$ cat src/rtl/ppt_pkg.sv
// constants, modes and carrier types of the parallel port block
package ppt_pkg;
	// ------------------------------------------------------------
	// base addresses and register offsets from base
	// ------------------------------------------------------------
	localparam logic [15:0] BASE_378   = 16'h0378;
	localparam logic [15:0] BASE_278   = 16'h0278;
	localparam logic [15:0] BASE_3BC   = 16'h03BC;
	localparam logic [1:0]  SEL_378    = 2'h0;
	localparam logic [1:0]  SEL_278    = 2'h1;
	localparam logic [1:0]  SEL_3BC    = 2'h2;
	localparam logic [15:0] OFF_DATA   = 16'h0000;
	localparam logic [15:0] OFF_STATUS = 16'h0001;
	localparam logic [15:0] OFF_CTRL   = 16'h0002;
	localparam logic [15:0] OFF_FIFO   = 16'h0400;
	localparam logic [15:0] OFF_CFGB   = 16'h0401;
	localparam logic [15:0] OFF_ECR    = 16'h0402;
	// ------------------------------------------------------------
	// modes and field positions
	// ------------------------------------------------------------
	typedef enum logic [2:0] {
		MODE_SPP  = 3'h0,
		MODE_PS2  = 3'h1,
		MODE_CMP  = 3'h2,
		MODE_ECP  = 3'h3,
		MODE_EPP  = 3'h4,
		MODE_RSVD = 3'h5,
		MODE_TEST = 3'h6,
		MODE_CFG  = 3'h7
	} port_mode_t;
	localparam int ECR_MODE_LO   = 5;
	localparam int ECR_FAULT_DIS = 4;
	localparam int ECR_DMA_EN    = 3;
	localparam int ECR_SERVICE   = 2;
	localparam int ECR_FULL      = 1;
	localparam int ECR_EMPTY     = 0;
	localparam int CTL_DIR       = 5;
	localparam int CTL_ACK_IE    = 4;
	localparam int CTL_SELIN     = 3;
	localparam int CTL_INIT      = 2;
	localparam int CTL_AUTOFD    = 1;
	localparam int CTL_STROBE    = 0;
	localparam logic [5:0] CTL_RESET  = 6'h00;
	localparam logic [1:0] CTL_ONES   = 2'h3;
	localparam logic [2:0] STAT_ONES  = 3'h7;
	localparam logic [7:0] CFGA_VALUE = 8'h10;
	localparam logic [5:0] CFGB_ONES  = 6'h3F;
	localparam logic [7:0] BYTE_ZERO  = 8'h00;
	// ------------------------------------------------------------
	// sizes and timing
	// ------------------------------------------------------------
	localparam int FIFO_DEPTH  = 16;
	localparam int SVC_THRESH  = 8;
	localparam int CLK_NS      = 100;
	localparam int STROBE_NS   = 500;
	localparam int STROBE_CYC  = (STROBE_NS + CLK_NS - 1) / CLK_NS;
	typedef struct packed {
		logic       cmd;
		logic [7:0] byte_v;
	} fifo_word_t;
endpackage : ppt_pkg

$ cat src/rtl/ppt_port.sv
// parallel port register file, shared fifo and automatic handshakes
// ------------------------------------------------------------
// ------------------------------------------------------------
`timescale 1ns/1ns
`default_nettype none
module ppt_port
	import ppt_pkg::*;
#(
	parameter int DEPTH  = FIFO_DEPTH,
	parameter int THRESH = SVC_THRESH
) (
	input  wire logic        MCLK_I,
	input  wire logic        RST_B_I,
	input  wire logic [1:0]  BASE_SEL_I,
	input  wire logic        EPP_OPTION_I,
	input  wire logic [15:0] IO_ADDR_I,
	input  wire logic        IO_WR_I,
	input  wire logic        IO_RD_I,
	input  wire logic [7:0]  IO_WDATA_I,
	output var  logic [7:0]  IO_RDATA_O,
	output var  logic        IO_RVALID_O,
	output var  logic        DMA_REQ_O,
	input  wire logic        DMA_ACK_I,
	input  wire logic        DMA_TC_I,
	output var  logic        IRQ_O,
	input  wire logic [7:0]  PD_I,
	output var  logic [7:0]  PD_O,
	output var  logic        PD_OE_O,
	output var  logic        STROBE_B_O,
	output var  logic        AUTOFD_B_O,
	output var  logic        INIT_B_O,
	output var  logic        SELIN_B_O,
	input  wire logic        BUSY_I,
	input  wire logic        ACK_B_I,
	input  wire logic        PERROR_I,
	input  wire logic        SELECT_I,
	input  wire logic        FAULT_B_I
);
	localparam int CW = $clog2(DEPTH) + 1;
	localparam int TW = $clog2(STROBE_CYC + 1);
	localparam logic [CW-1:0] THR = CW'(THRESH);
	localparam logic [CW-1:0] DEP = CW'(DEPTH);
	localparam logic [TW-1:0] STB_CNT = TW'(STROBE_CYC);

	generate
		if (THRESH < 1 || THRESH > DEPTH || DEPTH != FIFO_DEPTH) begin : g_chk
			$error("fifo depth must be 16 and threshold within it");
		end
	endgenerate

	typedef enum logic [2:0] {
		HS_IDLE,
		HS_SETUP,
		HS_STROBE,
		HS_BUSY_LO,
		HS_ACK_HI
	} hs_state_t;

	// ------------------------------------------------------------
	// registers and state
	// ------------------------------------------------------------
	port_mode_t mode_ff;
	logic       fault_dis_ff;
	logic       dma_en_ff;
	logic       service_ff;
	logic [5:0] ctl_ff;
	logic [7:0] data_ff;
	logic       ack_q_ff;
	logic       fault_q_ff;
	hs_state_t  hs_ff;
	logic [TW-1:0] tmr_ff;
	logic [7:0] hs_byte_ff;
	logic       hs_cmd_ff;
	logic       hs_strobe_ff;
	logic       hs_hack_ff;

	// ------------------------------------------------------------
	// decode
	// ------------------------------------------------------------
	logic [15:0] base;
	logic        base_ok;
	logic        port_on;
	logic        fwd;
	logic        auto_mode;
	logic        fifo_mode;

	function automatic logic hit(input logic [15:0] addr,
	                             input logic [15:0] b,
	                             input logic [15:0] off);
		hit = (addr == b + off);
	endfunction : hit

	function automatic logic legal_mode(input port_mode_t cur,
	                                    input port_mode_t nxt);
		legal_mode = (cur == MODE_SPP) || (cur == MODE_PS2) ||
		             (nxt == MODE_SPP) || (nxt == MODE_PS2);
	endfunction : legal_mode

	always_comb begin
		unique case (BASE_SEL_I)
			SEL_378: base = BASE_378;
			SEL_278: base = BASE_278;
			SEL_3BC: base = BASE_3BC;
			default: base = BASE_378;
		endcase
	end
	assign base_ok = (BASE_SEL_I != 2'h3);
	// the extra EPP decode does not fit next to the 3BC slot
	assign port_on = base_ok && !(BASE_SEL_I == SEL_3BC &&
	                 mode_ff == MODE_EPP && EPP_OPTION_I);
	// direction is ignored in 000 and 010
	assign fwd = !ctl_ff[CTL_DIR] || mode_ff == MODE_SPP ||
	             mode_ff == MODE_CMP;
	assign auto_mode = (mode_ff == MODE_CMP) || (mode_ff == MODE_ECP);
	assign fifo_mode = auto_mode || (mode_ff == MODE_TEST);

	logic wr_data;
	logic wr_ctl;
	logic wr_fifo;
	logic wr_ecr;
	logic rd_fifo;
	logic rd_hit_fifo;

	assign wr_data = IO_WR_I && port_on && hit(IO_ADDR_I, base, OFF_DATA);
	assign wr_ctl  = IO_WR_I && port_on && hit(IO_ADDR_I, base, OFF_CTRL);
	assign wr_fifo = IO_WR_I && port_on && hit(IO_ADDR_I, base, OFF_FIFO);
	assign wr_ecr  = IO_WR_I && port_on && hit(IO_ADDR_I, base, OFF_ECR);
	assign rd_hit_fifo = IO_RD_I && port_on &&
	                     hit(IO_ADDR_I, base, OFF_FIFO);

	// ------------------------------------------------------------
	// shared fifo
	// ------------------------------------------------------------
	fifo_word_t      push_word;
	logic            push_req;
	logic            fifo_in_ready;
	fifo_word_t      head;
	logic            fifo_out_valid;
	logic            pop_req;
	logic [CW-1:0]   fifo_count;
	logic            hs_push;
	logic            hs_pop;
	logic            host_push;
	logic            dma_wr;
	logic            dma_rd;

	assign dma_wr = DMA_ACK_I && dma_en_ff && fifo_mode && fwd;
	assign dma_rd = DMA_ACK_I && dma_en_ff && fifo_mode && !fwd;
	// address view takes the data slot only in ECP forward
	assign host_push = (wr_fifo && (mode_ff == MODE_CMP ||
	                   mode_ff == MODE_TEST ||
	                   (mode_ff == MODE_ECP && fwd))) ||
	                   (wr_data && mode_ff == MODE_ECP && fwd);
	assign rd_fifo = rd_hit_fifo && (mode_ff == MODE_TEST ||
	                 (mode_ff == MODE_ECP && !fwd));

	always_comb begin
		push_word = '0;
		if (hs_push) begin
			push_word.cmd    = !BUSY_I;
			push_word.byte_v = PD_I;
		end else begin
			push_word.cmd    = wr_data;
			push_word.byte_v = IO_WDATA_I;
		end
	end
	assign push_req = hs_push || host_push || dma_wr;
	assign pop_req  = hs_pop || rd_fifo || dma_rd;

	ppt_fifo #(
		.WIDTH ($bits(fifo_word_t)),
		.DEPTH (DEPTH)
	) u_fifo (
		.clk_i       (MCLK_I),
		.rst_b_i     (RST_B_I),
		.flush_i     (mode_ff == MODE_SPP),
		.in_data_i   (push_word),
		.in_valid_i  (push_req),
		.in_ready_o  (fifo_in_ready),
		.out_data_o  (head),
		.out_valid_o (fifo_out_valid),
		.out_ready_i (pop_req),
		.count_o     (fifo_count)
	);

	// ------------------------------------------------------------
	// automatic handshake
	// ------------------------------------------------------------
	// forward sends wait for the fifo; reverse stalls while it is full
	assign hs_pop  = hs_ff == HS_IDLE && fwd && auto_mode &&
	                 fifo_out_valid && !BUSY_I;
	assign hs_push = hs_ff == HS_IDLE && !fwd &&
	                 mode_ff == MODE_ECP && !ACK_B_I && fifo_in_ready;

	always_ff @(posedge MCLK_I) begin
		if (!RST_B_I || !auto_mode || !port_on) begin
			hs_ff        <= HS_IDLE;
			tmr_ff       <= '0;
			hs_strobe_ff <= 1'b0;
			hs_hack_ff   <= 1'b0;
			hs_byte_ff   <= BYTE_ZERO;
			hs_cmd_ff    <= 1'b0;
		end else begin
			unique case (hs_ff)
				HS_IDLE: begin
					if (hs_pop) begin
						hs_byte_ff <= head.byte_v;
						hs_cmd_ff  <= head.cmd;
						hs_hack_ff <= head.cmd;
						tmr_ff     <= STB_CNT;
						hs_ff      <= HS_SETUP;
					end else if (hs_push) begin
						hs_hack_ff <= 1'b1;
						hs_ff      <= HS_ACK_HI;
					end
				end
				HS_SETUP: begin
					tmr_ff <= tmr_ff - 1'b1;
					if (tmr_ff == TW'(1)) begin
						hs_strobe_ff <= 1'b1;
						tmr_ff       <= STB_CNT;
						hs_ff        <= HS_STROBE;
					end
				end
				HS_STROBE: begin
					if (tmr_ff != '0) begin
						tmr_ff <= tmr_ff - 1'b1;
					end
					// compat times the pulse, ECP waits for busy
					if ((mode_ff == MODE_CMP && tmr_ff == TW'(1)) ||
					    (mode_ff == MODE_ECP && BUSY_I)) begin
						hs_strobe_ff <= 1'b0;
						hs_ff        <= HS_BUSY_LO;
					end
				end
				HS_BUSY_LO: begin
					if (!BUSY_I) begin
						hs_ff <= HS_IDLE;
					end
				end
				HS_ACK_HI: begin
					if (ACK_B_I) begin
						hs_hack_ff <= 1'b0;
						hs_ff      <= HS_IDLE;
					end
				end
			endcase
		end
	end

	// ------------------------------------------------------------
	// control, extended control and data latch
	// ------------------------------------------------------------
	port_mode_t new_mode;
	logic       fault_evt;
	logic       ack_evt;
	logic       svc_cond;
	logic       svc_evt;

	assign new_mode = port_mode_t'(IO_WDATA_I[7:ECR_MODE_LO]);

	always_ff @(posedge MCLK_I) begin
		if (!RST_B_I) begin
			mode_ff <= MODE_SPP;
		end else if (wr_ecr && legal_mode(mode_ff, new_mode)) begin
			mode_ff <= new_mode;
		end
	end

	always_ff @(posedge MCLK_I) begin
		if (!RST_B_I) begin
			fault_dis_ff <= 1'b1;
			dma_en_ff    <= 1'b0;
		end else if (wr_ecr) begin
			fault_dis_ff <= IO_WDATA_I[ECR_FAULT_DIS];
			dma_en_ff    <= IO_WDATA_I[ECR_DMA_EN];
		end
	end

	always_ff @(posedge MCLK_I) begin
		if (!RST_B_I) begin
			service_ff <= 1'b1;
		end else if (svc_evt) begin
			service_ff <= 1'b1;
		end else if (wr_ecr) begin
			service_ff <= IO_WDATA_I[ECR_SERVICE];
		end
	end

	always_ff @(posedge MCLK_I) begin
		if (!RST_B_I) begin
			ctl_ff <= CTL_RESET;
		end else if (wr_ctl) begin
			ctl_ff[CTL_ACK_IE:0] <= IO_WDATA_I[CTL_ACK_IE:0];
			if (mode_ff == MODE_PS2) begin
				ctl_ff[CTL_DIR] <= IO_WDATA_I[CTL_DIR];
			end
		end
	end

	always_ff @(posedge MCLK_I) begin
		if (!RST_B_I) begin
			data_ff <= BYTE_ZERO;
		end else if (wr_data && mode_ff != MODE_ECP) begin
			data_ff <= IO_WDATA_I;
		end
	end

	// ------------------------------------------------------------
	// events and interrupt
	// ------------------------------------------------------------
	always_ff @(posedge MCLK_I) begin
		if (!RST_B_I) begin
			ack_q_ff   <= 1'b1;
			fault_q_ff <= 1'b1;
		end else begin
			ack_q_ff   <= ACK_B_I;
			fault_q_ff <= FAULT_B_I;
		end
	end

	assign ack_evt = ctl_ff[CTL_ACK_IE] && ACK_B_I && !ack_q_ff;
	assign fault_evt = mode_ff == MODE_ECP && port_on &&
	                   ((!fault_dis_ff && fault_q_ff && !FAULT_B_I) ||
	                    (wr_ecr && fault_dis_ff &&
	                     !IO_WDATA_I[ECR_FAULT_DIS] && !FAULT_B_I));
	// thresholds fixed: no register holds them
	always_comb begin
		if (dma_en_ff) begin
			svc_cond = DMA_ACK_I && DMA_TC_I;
		end else if (fwd) begin
			svc_cond = (DEP - fifo_count) >= THR;
		end else begin
			svc_cond = fifo_count >= THR;
		end
	end
	assign svc_evt = !service_ff && fifo_mode && port_on && svc_cond;

	always_ff @(posedge MCLK_I) begin
		if (!RST_B_I) begin
			IRQ_O <= 1'b0;
		end else begin
			IRQ_O <= ack_evt || fault_evt || svc_evt;
		end
	end

	always_ff @(posedge MCLK_I) begin
		if (!RST_B_I) begin
			DMA_REQ_O <= 1'b0;
		end else begin
			DMA_REQ_O <= dma_en_ff && !service_ff && fifo_mode &&
			             port_on && (fwd ? fifo_in_ready : fifo_out_valid);
		end
	end

	// ------------------------------------------------------------
	// register read-back
	// ------------------------------------------------------------
	logic [7:0] rd_val;
	logic       rd_map;

	// unmapped offsets give no answer at all
	always_comb begin
		rd_val = BYTE_ZERO;
		rd_map = 1'b1;
		if (hit(IO_ADDR_I, base, OFF_DATA)) begin
			rd_val = (mode_ff == MODE_PS2) ? PD_I : data_ff;
		end else if (hit(IO_ADDR_I, base, OFF_STATUS)) begin
			rd_val = {!BUSY_I, ACK_B_I, PERROR_I, SELECT_I,
			          FAULT_B_I, STAT_ONES};
		end else if (hit(IO_ADDR_I, base, OFF_CTRL)) begin
			rd_val = {CTL_ONES, ctl_ff};
		end else if (hit(IO_ADDR_I, base, OFF_FIFO)) begin
			rd_val = (mode_ff == MODE_CFG) ? CFGA_VALUE :
			         head.byte_v;
		end else if (hit(IO_ADDR_I, base, OFF_CFGB)) begin
			rd_val = (mode_ff == MODE_CFG) ?
			         {1'b0, IRQ_O, CFGB_ONES} : BYTE_ZERO;
		end else if (hit(IO_ADDR_I, base, OFF_ECR)) begin
			rd_val = {mode_ff, fault_dis_ff, dma_en_ff, service_ff,
			          !fifo_in_ready, !fifo_out_valid};
		end else begin
			rd_map = 1'b0;
		end
	end

	always_ff @(posedge MCLK_I) begin
		if (!RST_B_I) begin
			IO_RDATA_O  <= BYTE_ZERO;
			IO_RVALID_O <= 1'b0;
		end else begin
			IO_RVALID_O <= (IO_RD_I && port_on && rd_map) || dma_rd;
			if (dma_rd) begin
				IO_RDATA_O <= head.byte_v;
			end else if (IO_RD_I && port_on && rd_map) begin
				IO_RDATA_O <= rd_val;
			end
		end
	end

	// ------------------------------------------------------------
	// pins
	// ------------------------------------------------------------
	always_ff @(posedge MCLK_I) begin
		if (!RST_B_I) begin
			PD_O       <= BYTE_ZERO;
			PD_OE_O    <= 1'b0;
			STROBE_B_O <= 1'b1;
			AUTOFD_B_O <= 1'b1;
			INIT_B_O   <= 1'b0;
			SELIN_B_O  <= 1'b1;
		end else begin
			PD_O       <= (auto_mode && fwd) ? hs_byte_ff : data_ff;
			PD_OE_O    <= port_on && fwd;
			INIT_B_O   <= ctl_ff[CTL_INIT];
			SELIN_B_O  <= !ctl_ff[CTL_SELIN];
			if (auto_mode) begin
				STROBE_B_O <= !hs_strobe_ff;
				AUTOFD_B_O <= fwd ? !hs_cmd_ff : hs_hack_ff;
			end else begin
				STROBE_B_O <= !ctl_ff[CTL_STROBE];
				AUTOFD_B_O <= !ctl_ff[CTL_AUTOFD];
			end
		end
	end
endmodule : ppt_port
`default_nettype wire

$ cat src/rtl/ppt_fifo.sv
// parameterised flip-flop fifo with valid/ready on both sides
`timescale 1ns/1ns
`default_nettype none
module ppt_fifo #(
	parameter int WIDTH = 9,
	parameter int DEPTH = 16
) (
	input  wire logic                   clk_i,
	input  wire logic                   rst_b_i,
	input  wire logic                   flush_i,
	input  wire logic [WIDTH-1:0]       in_data_i,
	input  wire logic                   in_valid_i,
	output var  logic                   in_ready_o,
	output var  logic [WIDTH-1:0]       out_data_o,
	output var  logic                   out_valid_o,
	input  wire logic                   out_ready_i,
	output var  logic [$clog2(DEPTH):0] count_o
);
	localparam int AW = $clog2(DEPTH);
	logic [WIDTH-1:0] mem_ff [DEPTH];
	logic [AW-1:0]    wr_ff;
	logic [AW-1:0]    rd_ff;
	logic [AW:0]      cnt_ff;
	logic             push;
	logic             pop;
	generate
		if (DEPTH < 2 || (1 << AW) != DEPTH) begin : g_chk
			$error("fifo depth must be a power of two");
		end
	endgenerate
	assign in_ready_o  = (cnt_ff != DEPTH[AW:0]);
	assign out_valid_o = (cnt_ff != '0);
	assign out_data_o  = mem_ff[rd_ff];
	assign count_o     = cnt_ff;
	assign push        = in_valid_i && in_ready_o;
	assign pop         = out_ready_i && out_valid_o;
	always_ff @(posedge clk_i) begin
		if (push) begin
			mem_ff[wr_ff] <= in_data_i;
		end
	end
	always_ff @(posedge clk_i) begin
		if (!rst_b_i || flush_i) begin
			wr_ff  <= '0;
			rd_ff  <= '0;
			cnt_ff <= '0;
		end else begin
			wr_ff  <= push ? wr_ff + 1'b1 : wr_ff;
			rd_ff  <= pop ? rd_ff + 1'b1 : rd_ff;
			cnt_ff <= cnt_ff + {{AW{1'b0}}, push} - {{AW{1'b0}}, pop};
		end
	end
endmodule : ppt_fifo
`default_nettype wire

$ cat config.mk
export PLATFORM = sky130hd
export DESIGN_NAME = ppt_port
export DESIGN_NICKNAME = d
export VERILOG_FILES = /design/src/rtl/ppt_pkg.sv /design/src/rtl/ppt_port.sv /design/src/rtl/ppt_fifo.sv
export SDC_FILE = /design/constraint.sdc
export NUM_CORES = 1
export LEC_CHECK = 0
export BUFFER_PORTS_ARGS = -buffer_cell sky130_fd_sc_hd__buf_2
export CAP_MARGIN = 0
export CORE_MARGIN = 3
export CORE_UTILIZATION = 60
export CTS_BUF_LIST = sky130_fd_sc_hd__clkbuf_8
export DETAILED_ROUTE_END_ITERATION = 16
export HOLD_SLACK_MARGIN = 0.02
export PLACE_DENSITY_LB_ADDON = 0.12
export SLEW_MARGIN = 20
export SYNTH_ARGS = -nofsm -noshare
export SYNTH_HDL_FRONTEND = slang
export SYNTH_SLANG_ARGS = --single-unit
$ cat constraint.sdc
create_clock -name MCLK_I -period 4.25 [get_ports MCLK_I]
set_clock_uncertainty 0.15 [all_clocks]
set_input_delay 0.6375 -clock MCLK_I [delete_from_list [all_inputs] [get_ports MCLK_I]]
set_output_delay 0.6375 -clock MCLK_I [all_outputs]
set_load 0.05 [all_outputs]
# == After elaboration in Yosys (flattened, before gate mapping) ==
# Memories as Yosys holds them, arrays and structs flattened. A register that Yosys moved wholly into a read port is not among the register bits.
# Index checks and enable logic that the tools add are counted.
# classes
n_mux,48
order_cmp,2
add_sub_neg,11
n_bitwise,1
n_reduce_logical,113
eq_ne,30
# op_table
operator,n
$eq A16 B16 Y1,6
$mux W8,11
$logic_and A1 B1 Y1,54
$add A16 B11 Y16 const B,3
$mux W3,9
$logic_or A1 B1 Y1,23
$logic_not A1 Y1,20
$mux W1,19
$pmux W9 S2,1
$add A16 B1 Y16 const B,1
$add A16 B2 Y16 const B,1
$pmux W3 S5,1
$ne A2 B2 Y1 const B,7
$eq A3 B1 Y1 const B,4
$eq A3 B2 Y1 const B,4
$eq A3 B3 Y1 const B,4
$ge A5 B4 Y1 const B,2
$logic_not A3 Y1,3
$mux W9,1
$pmux W3 S3,1
$reduce_and A3 Y1,3
$add A4 B1 Y4 const B,2
$mux W4,2
$mux W7,1
other kinds (17),22
# word_totals
in_bits,46
elab_cells,234
mem_count,1
ram_bits,144
out_inout_bits,24
register_bits,76
# mem_list
memory,words,word_bits,rd,rd_ports_with_merged_regs,wr,line,rtl
u_fifo.mem_ff,16,9,1,1,1,ppt_fifo.sv:20,logic [WIDTH-1:0] mem_ff [DEPTH];

# == Longest topological paths before layout ==
# Gate-level depths: netlist of the first run.
# depth
word_depth,15
depth_mapped,17
depth_no_buf,16

# == Hierarchy ==
# From an unflattened synthesis of the first run, not the netlist that was laid out.
# unflattened
hier_cells,779
area_unflattened_um2,10054.6
# by_module_without_submodules
module,area_per_inst_um2,seq_area_each_um2,cells_per_inst,instances
ppt_fifo,6431.2,4664.5,334,1
ppt_port,3623.5,1261.2,445,1

# == Worst setup path after synthesis of the first run ==
# Ideal clock, no wire load.
# synth_path
path_type,reg2reg
start,register u_fifo.cnt_ff[2] (netlist: u_fifo.count_o[2])
end,memory u_fifo.mem_ff[3][0] (enable)
t_required_ns,3.713
synth_period_minus_slack_ns,3.447
setup_slack_ns,0.803
setup_time_ns,0.387
stages_incl_launch_ff,13
path_buffers,1
arrival_time_ns,2.910
cell_sequence,dfxtp_1 -> inv_1 -> ha_1 -> nor3b_1 -> ha_1 -> or4b_1 -> o32ai_1 -> and2_1 -> a41oi_1 -> a21oi_1 -> buf_2 -> nand2_1 -> nor3_1
# synth_via
elab_chain_len,7
# synth_rtl
element,line,rtl
"start, declared",ppt_fifo.sv:23,logic [AW:0] cnt_ff;
"start signal, assigned",ppt_fifo.sv:50,"cnt_ff <= cnt_ff + {{AW{1'b0}}, push} - {{AW{1'b0}}, pop};"
$ne A5 B5 Y1 *,ppt_fifo.sv:31,assign in_ready_o = (cnt_ff != DEPTH[AW:0]);
$logic_and A1 B1 Y1,ppt_port.sv:193,mode_ff == MODE_ECP && !ACK_B_I && fifo_in_ready;
$logic_or A1 B1 Y1 (2 in series),ppt_port.sv:167,assign push_req = hs_push || host_push || dma_wr;
$logic_and A1 B1 Y1 *,ppt_fifo.sv:35,assign push = in_valid_i && in_ready_o;
$mux W1 *,ppt_fifo.sv:38,if (push) begin
$mux W1 (not written as such) *,ppt_fifo.sv:39,mem_ff[wr_ff] <= in_data_i;
"end, declared",ppt_fifo.sv:20,
# Every way passes the cells marked *; elsewhere a longest branch is shown, timed or not.

# == Worst setup path in the final report of the first run ==
# layout_path
start,register u_fifo.cnt_ff[2] (netlist: u_fifo.count_o[2])
end,register u_fifo.cnt_ff[4] (netlist: u_fifo.count_o[4])
# layout_via
elab_chain_len,7
word_cells_on_any_way,13
cone_classes,add/sub (2); eq/ne (1); reduce/logical (10)
# layout_rtl
element,line
$ne A5 B5 Y1 or $reduce_bool A5 Y1 (tied branches),"ppt_fifo.sv:31, ppt_fifo.sv:32"
"$logic_and A1 B1 Y1, on equally long branches","ppt_port.sv:193, ppt_port.sv:190"
$logic_or A1 B1 Y1 or $logic_and A1 B1 Y1 (tied branches),"ppt_port.sv:167, ppt_port.sv:191"
"$logic_or A1 B1 Y1, on equally long branches","ppt_port.sv:167, ppt_port.sv:168"
$logic_and A1 B1 Y1 or $logic_or A1 B1 Y1 (tied branches),"ppt_fifo.sv:35, ppt_port.sv:168"
$add A5 B1 Y5 or $logic_and A1 B1 Y1 (tied branches),"ppt_fifo.sv:50, ppt_fifo.sv:36"
$sub A5 B1 Y5 *,ppt_fifo.sv:50
# Marks and branches as above.
# A chain may end at the register's enable or synchronous reset.

==> metrics.cfg, run 1 <==
[pwr]
power.leakage_nw = 3.98
power_w = 0.00427
p_comb_share_pct = 2.5
netSwitchingFraction_pct = 20.9
pwr-share-seq_pct = 54.2
max-vdd-ir-drop_mv = 0.286
p_sw_w = 0.000893
pwr-share-clk_pct = 43.3
p_int_w = 0.00337
power_density_nw_per_um2 = 377

[cts]
h-tree-depth = 2
holdBufCountCts = 0
numCtsBuffers = 37
cts_sinks = 224
insertion_delay_ps = 530
post_cts_resized = 0
clockBufferDepth = 3
path_clk_slew_ps = 60
cts_tree = done
cts-root-buf = clkbuf_8
post_cts_buffers = 0

[setup_path]
cp.arrival_ps = 3940
r2r_slack_ps = 620
path_cells = inv_1, ha_1, nor3b_1, ha_1, or4b_1, o32ai_1, and2_1, a41oi_1, a21oi_1, buf_4, ha_1, fa_1, a21oi_1, nor2_1, or3_1, a21oi_1
end_kind = flop
cpPeakStageDelay_ps = 410
slowest_stage = fa_1
crit_path_start_kind = flop
critPathKind = reg2reg
path_delay_family = adder cells
crit_buf_inv = 2
crit_fanout = 20
cp.required_ps = 4560

[detailed_routing]
antenna_left = 0
firstDrtPassIters = 5
vias = 6746
route.detailed.wl_per_inst_um = 22.1
drc = 0
drt-initial-drc-count = 713
wirelength_um = 24100
viasPerCell = 6.17

[grt]
grt-ovfl-total = 0
grt_first_pass_wirelength_um = 37200
antenna_found_initial = 0
grt_pass1_vias = 6723
grt_max_degree = 28
grt_usage_pct = 26.7

[synth]
ys_seq_area_share_pct = 58.9
synth_edf_count = 144
ys_ff_latch = 224
yosysUniqueCellTypes = 67
synth_nets = 836
synthCells = 772
syn-cell-area_um2 = 10100
async_flop_share_pct = 0
avgSynthCellArea_um2 = 13.0
yosys_warnings = 0
synth_flop_cell = edfxtp_1

[outcome]
status = complete, no violations

[sta]
relSlewSlack_pct = 33.6
period_minus_slack_ps = 3630
setup_tns_ps = 0
setup_viol = 0
fmax_mhz = 276
worst_slew_pin_slew_ps = 994
rsz0062_at_grt = false
hold_viol_final = 0
final.period_utilization_pct = 85.4
final-max-slew-violation-count = 0

[placed_design]
hpwl_um = 16900
io_buffer_count = 69
placed_area_um2 = 10600
place_congestion = 0.890
place_inst = 1026

[die]
num_io_pins = 70
die_h_um = 135
rows = 46
core_um2 = 16100
die_area_um2 = 18300
start_util_pct = 62.4
die_width_um = 135

[final_layout]
stdcell_area_um2 = 11300
instances_no_fill = 1093
area_delta_synth_final_pct = 12.5
diodes = 0
layout-drive-gt1-share_pct = 21.6
final_nets = 913
final_util_pct = 70.2

[flow_run]
maxCapViolCount = 0

[min_path]
hold_class = in2reg

-- cells in the final DEF (no fill, tap or decap), types with 14 or more instances in the layout --
| cell type | n |
|---|---|
| and3_1 | 20 |
| dfxtp_1 | 79 |
| nor2b_1 | 32 |
| ha_1 | 17 |
| a21oi_1 | 34 |
| nor2_1 | 42 |
| buf_4 | 14 |
| clkbuf_8 | 45 |
| mux2i_1 | 37 |
| buf_2 | 69 |
| mux2_2 | 15 |
| mux4_2 | 32 |
| o21ai_0 | 20 |
| nand2_1 | 65 |
| edfxtp_1 | 144 |
| inv_1 | 29 |
| nand3_1 | 19 |
-- synth_stat cells (3+ instances only) --
library cell	count	share of area [%]
a21oi_1	34	1.7
o2bb2ai_1	6	0.52
mux2i_1	37	3.7
o21a_1	5	0.37
a211oi_1	3	0.22
dfxtp_1	80	16
o21ai_0	20	1.0
or3_1	5	0.31
nand3_1	19	0.95
o31ai_1	4	0.30
buf_2	11	0.55
nor3b_1	5	0.37
a21boi_0	12	0.90
nand2b_1	9	0.56
nor3_1	12	0.60
a311oi_1	3	0.26
edfxtp_1	144	43
xnor2_1	7	0.61
inv_1	16	0.60
ha_1	17	2.1
o22ai_1	6	0.37
a21o_1	5	0.37
mux4_2	32	7.2
nand4_1	3	0.19
and2_1	10	0.62
nor2_1	42	1.6
a31oi_1	7	0.44
mux2_2	15	1.7
nand2_1	65	2.4
and3_1	20	1.2
a22oi_1	7	0.52
clkbuf_1	29	1.1
mux4_1	7	1.8
nor2b_1	32	2.0
-- metal layers --
| metal | share of wire [%] | global-route usage, % |
|---|---|---|
| met1 | 41 | 35.7 |
| met2 | 50 | 45.6 |
| met3 | 6.7 | 4.38 |
| met4 | 2.3 | 8.17 |
| met5 | 0 | 0 |
-- final timing paths --
| check | cells past startpoint | start | endpoint |
|---|---|---|---|
| worst min register to register | 1 | ctl_ff[3]$_SDFFE_PN0P_ | SELIN_B_O$_SDFF_PN1_ |
| worst min-delay path | 2 | FAULT_B_I | IRQ_O$_SDFF_PN0_ |
| worst max register to register | 16 | u_fifo.count_o[2]$_SDFF_PP0_ | u_fifo.count_o[4]$_SDFF_PP0_ |
| worst max-delay path | 16 | u_fifo.count_o[2]$_SDFF_PP0_ | u_fifo.count_o[4]$_SDFF_PP0_ |
-- area by class of cell --
cell class	count	area [um^2]
flip-flops and latches	224	5930
fillers	1115	4810
multi-input cells	487	3850
clock buffers	45	619
repair buffers	83	450
well taps	216	270
clock inverters	22	126
inverters	16	60.1
-- sequential cells by signal, summed over array words and instances (netlist names), 3 cells and up, named ones only --
register,count
u_fifo.mem_ff,144
IO_RDATA_O,8
PD_O,8
data_ff,8
hs_byte_ff,8
ctl_ff,6
u_fifo.count_o,5
u_fifo.rd_ff,4
u_fifo.wr_ff,4
hs_ff,3
mode_ff,3
tmr_ff,3
-- power by group through the flow --
| stage | Sequential [W] | Combinational, W | Clock, W |
|---|---|---|---|
| finish | 0.00231 | 0.000105 | 0.00185 |
| global route | 0.00231 | 0.000112 | 0.00199 |
| CTS | 0.00231 | 0.000103 | 0.00189 |
| detailed placement | 0.00236 | 0.000103 | 0 |
| global placement | 0.00236 | 0.0000992 | 0 |
| floorplan | 0.00236 | 0.0000484 | 0 |
-- logic make-up after synthesis --
logic type | count (synthesis) | synth area share [%]
flip-flops | 224 | 58.9
multiplexers | 91 | 14.4
buffers and inverters | 61 | 2.71
XOR/XNOR | 8 | 0.697
adder cells (fa/ha/maj) | 19 | 2.41
AO/OA/AOI/OAI | 130 | 8.55
AND/OR/NAND/NOR | 239 | 12.3
-- worst register-to-register path, delay by kind of cell (launching register included) --
family | cells | cell delay, ps
AO/OA/AOI/OAI | 5 | 670
buffers and inverters | 2 | 320
adder cells (fa/ha/maj) | 4 | 1110
AND/OR/NAND/NOR | 5 | 970
flip-flops | 1 | 320
-- metrics by stage --
stage,hold WS [ps],setup WS (ps)
2_1_floorplan,221,803
3_3_place_gp,249,644
3_5_place_dp,250,535
4_1_cts,197,635
5_1_grt,231,298
6_report,227,622
No activity file was read; power rests on OpenSTA's default activity.
==> run 2, diff against run 1 <==
--- a/config.mk
+++ b/config.mk
@@ -10,9 +10,11 @@
 export CORE_MARGIN = 3
 export CORE_UTILIZATION = 60
 export CTS_BUF_LIST = sky130_fd_sc_hd__clkbuf_8
+export CTS_CLUSTER_DIAMETER = 150
 export DETAILED_ROUTE_END_ITERATION = 16
 export HOLD_SLACK_MARGIN = 0.02
 export PLACE_DENSITY_LB_ADDON = 0.12
+export REMOVE_ABC_BUFFERS = 1
 export SLEW_MARGIN = 20
 export SYNTH_ARGS = -nofsm -noshare
 export SYNTH_HDL_FRONTEND = slang
==> run 2 against run 1 <==
Against the previous run: critical path depth is the same; first-iteration DRC count is 9.7% lower; utilization shrank 0.30 points; final cell count barely moved; power fell by 2.0%; maximum frequency down 0.46%; sequential share of layout area up 0.23 points; critical endpoint unchanged.
==> metrics.cfg, run 2 (synthesis gave the netlist of run 1 again) <==
[outcome]
status = complete, no violations

[die]
core_um2 = 16100  ; unchanged
die_area_um2 = 18300  ; unchanged
die_h_um = 135  ; unchanged
num_io_pins = 70  ; unchanged
start_util_pct = 62.4  ; unchanged
die_width_um = 135  ; unchanged
rows = 46  ; unchanged

[final_layout]
layout_commonest_cell = edfxtp_1
final_cell_mix = edfxtp_1, dfxtp_1, buf_2
regMostFlops = u_fifo.mem_ff
largest_reg_flops = 144  ; unchanged
diodes = 0  ; unchanged
final_nets = 914  ; +0.11%
area_delta_synth_final_pct = 12.0
layout-drive-gt1-share_pct = 20.8  ; -0.71 points

[cts]
cts-root-buf = clkbuf_8
post_cts_resized = 0  ; unchanged
clockBufferDepth = 3  ; unchanged
cts_tree = done
post_cts_buffers = 0  ; unchanged
cts_sinks = 224  ; unchanged
insertion_delay_ps = 520  ; about the same
path_clk_slew_ps = 60  ; about the same
h-tree-depth = 2  ; unchanged
numCtsBuffers = 37  ; unchanged
holdBufCountCts = 0  ; unchanged

[sta]
relSlewSlack_pct = 35.0  ; +1.4 points
setup_tns_ps = 0  ; unchanged
period_minus_slack_ps = 3640  ; +16.6 ps
hold_viol_final = 0  ; unchanged
hold_slack_ps = 201  ; -26.0 ps
setup_viol = 0  ; unchanged
final-max-slew-violation-count = 0  ; unchanged
worst_slew_pin_slew_ps = 968  ; -26.4 ps
fmax_mhz = 274  ; -0.46%
rsz0062_at_grt = false
final.period_utilization_pct = 85.8  ; +0.39 points

[setup_path]
crit_path_start_kind = flop
cpPeakStageDelay_ps = 420  ; about the same
cp.required_ps = 4550  ; about the same
crit_fanout = 6  ; -70%
path_cells = inv_1, ha_1, nor3b_1, ha_1, nor3_1, nand4_1, nand2_1, a21oi_1, or3_1, nand2_1, ha_1, fa_1, a21oi_1, nor2_1, or3_1, a21oi_1
slowest_stage = fa_1
cp.arrival_ps = 3950  ; about the same
end_kind = flop
critPathKind = reg2reg

[placed_design]
io_buffer_count = 69  ; unchanged
hpwl_um = 17600  ; +4.2%
place_congestion = 0.953  ; +7.2%

[pwr]
power.leakage_nw = 3.93  ; -1.1%
power_density_nw_per_um2 = 371  ; -1.6%
max-vdd-ir-drop_mv = 0.370  ; +29%

[grt]
grt_usage_pct = 27.5  ; +0.79 points
antenna_found_initial = 0  ; unchanged
grt_max_degree = 30  ; +7.1%
grt-ovfl-total = 0  ; unchanged
grt_pass1_vias = 6879  ; +2.3%
grt_first_pass_wirelength_um = 38400  ; +3.2%

[detailed_routing]
route.detailed.wl_per_inst_um = 22.5  ; +1.8%
firstDrtPassIters = 7  ; +2
drc = 0  ; unchanged
antenna_left = 0  ; unchanged
vias = 6808  ; +0.92%
viasPerCell = 6.22  ; +0.83%
drt-initial-drc-count = 644  ; -9.7%
wirelength_um = 24600  ; +1.9%

[min_path]
hold_class = in2reg

[flow_run]
maxCapViolCount = 0  ; unchanged

[run 2: cell type report]
type	count	area (um^2)
well taps	216	270
clock buffers	39	537
multi-input cells	487	3850
flip-flops and latches	224	5930
clock inverters	28	153
fillers	1171	4860
inverters	16	60.1
repair buffers	84	458
[run 2: stage by stage]
| stage | std cells | cell area, um^2 | worst slack, ps | power [W] | utilization (%) |
|---|---|---|---|---|---|
| global placement | 1027 | 10600 | 648 | 0.00246 | 65.6 |
| floorplan | 727 | 9840 | 308 | 0.00240 | - |
| CTS | 1094 | 11300 | 608 | 0.00421 | 69.9 |
| finish | 1094 | 11300 | 605 | 0.00418 | 69.9 |
| global route | 1094 | 11300 | 295 | 0.00432 | 69.9 |
| detailed placement | 1027 | 10600 | 478 | 0.00246 | 65.6 |
[run 2: worst paths after layout]
| kind | to | slack (ps) | depth (start not counted) | startpoint |
|---|---|---|---|---|
| setup / recovery | u_fifo.count_o[4]$_SDFF_PP0_ | 610 | 16 | u_fifo.count_o[3]$_SDFF_PP0_ |
| hold reg to reg | SELIN_B_O$_SDFF_PN1_ | 280 | 1 | ctl_ff[3]$_SDFFE_PN0P_ |
| hold / removal | IRQ_O$_SDFF_PN0_ | 200 | 2 | FAULT_B_I |
| setup reg to reg | u_fifo.count_o[4]$_SDFF_PP0_ | 610 | 16 | u_fifo.count_o[3]$_SDFF_PP0_ |
[run 2: power breakdown]
group	leakage [nW]	internal, W	switching (W)
Clock	0.389	0.000919	0.000844
Sequential	1.91	0.00231	0.000000330
Combinational	1.64	0.0000357	0.0000708
Total	3.93	0.00327	0.000915
[run 2: worst max-delay path, delay by kind of cell, from the launching register on]
family | cells | cell delay (ps)
buffers and inverters | 1 | 130
and+or+nand+nor | 8 | 1250
adders and majority gates | 4 | 1060
DFF | 1 | 300
AOI/OAI and AO/OA | 3 | 670
[run 2: layer usage]
metal	track usage, %	wire [um]
met3	4.75	1440
met1	37.2	10400
met4	10.6	830
met2	45.1	12000
met5	0	0
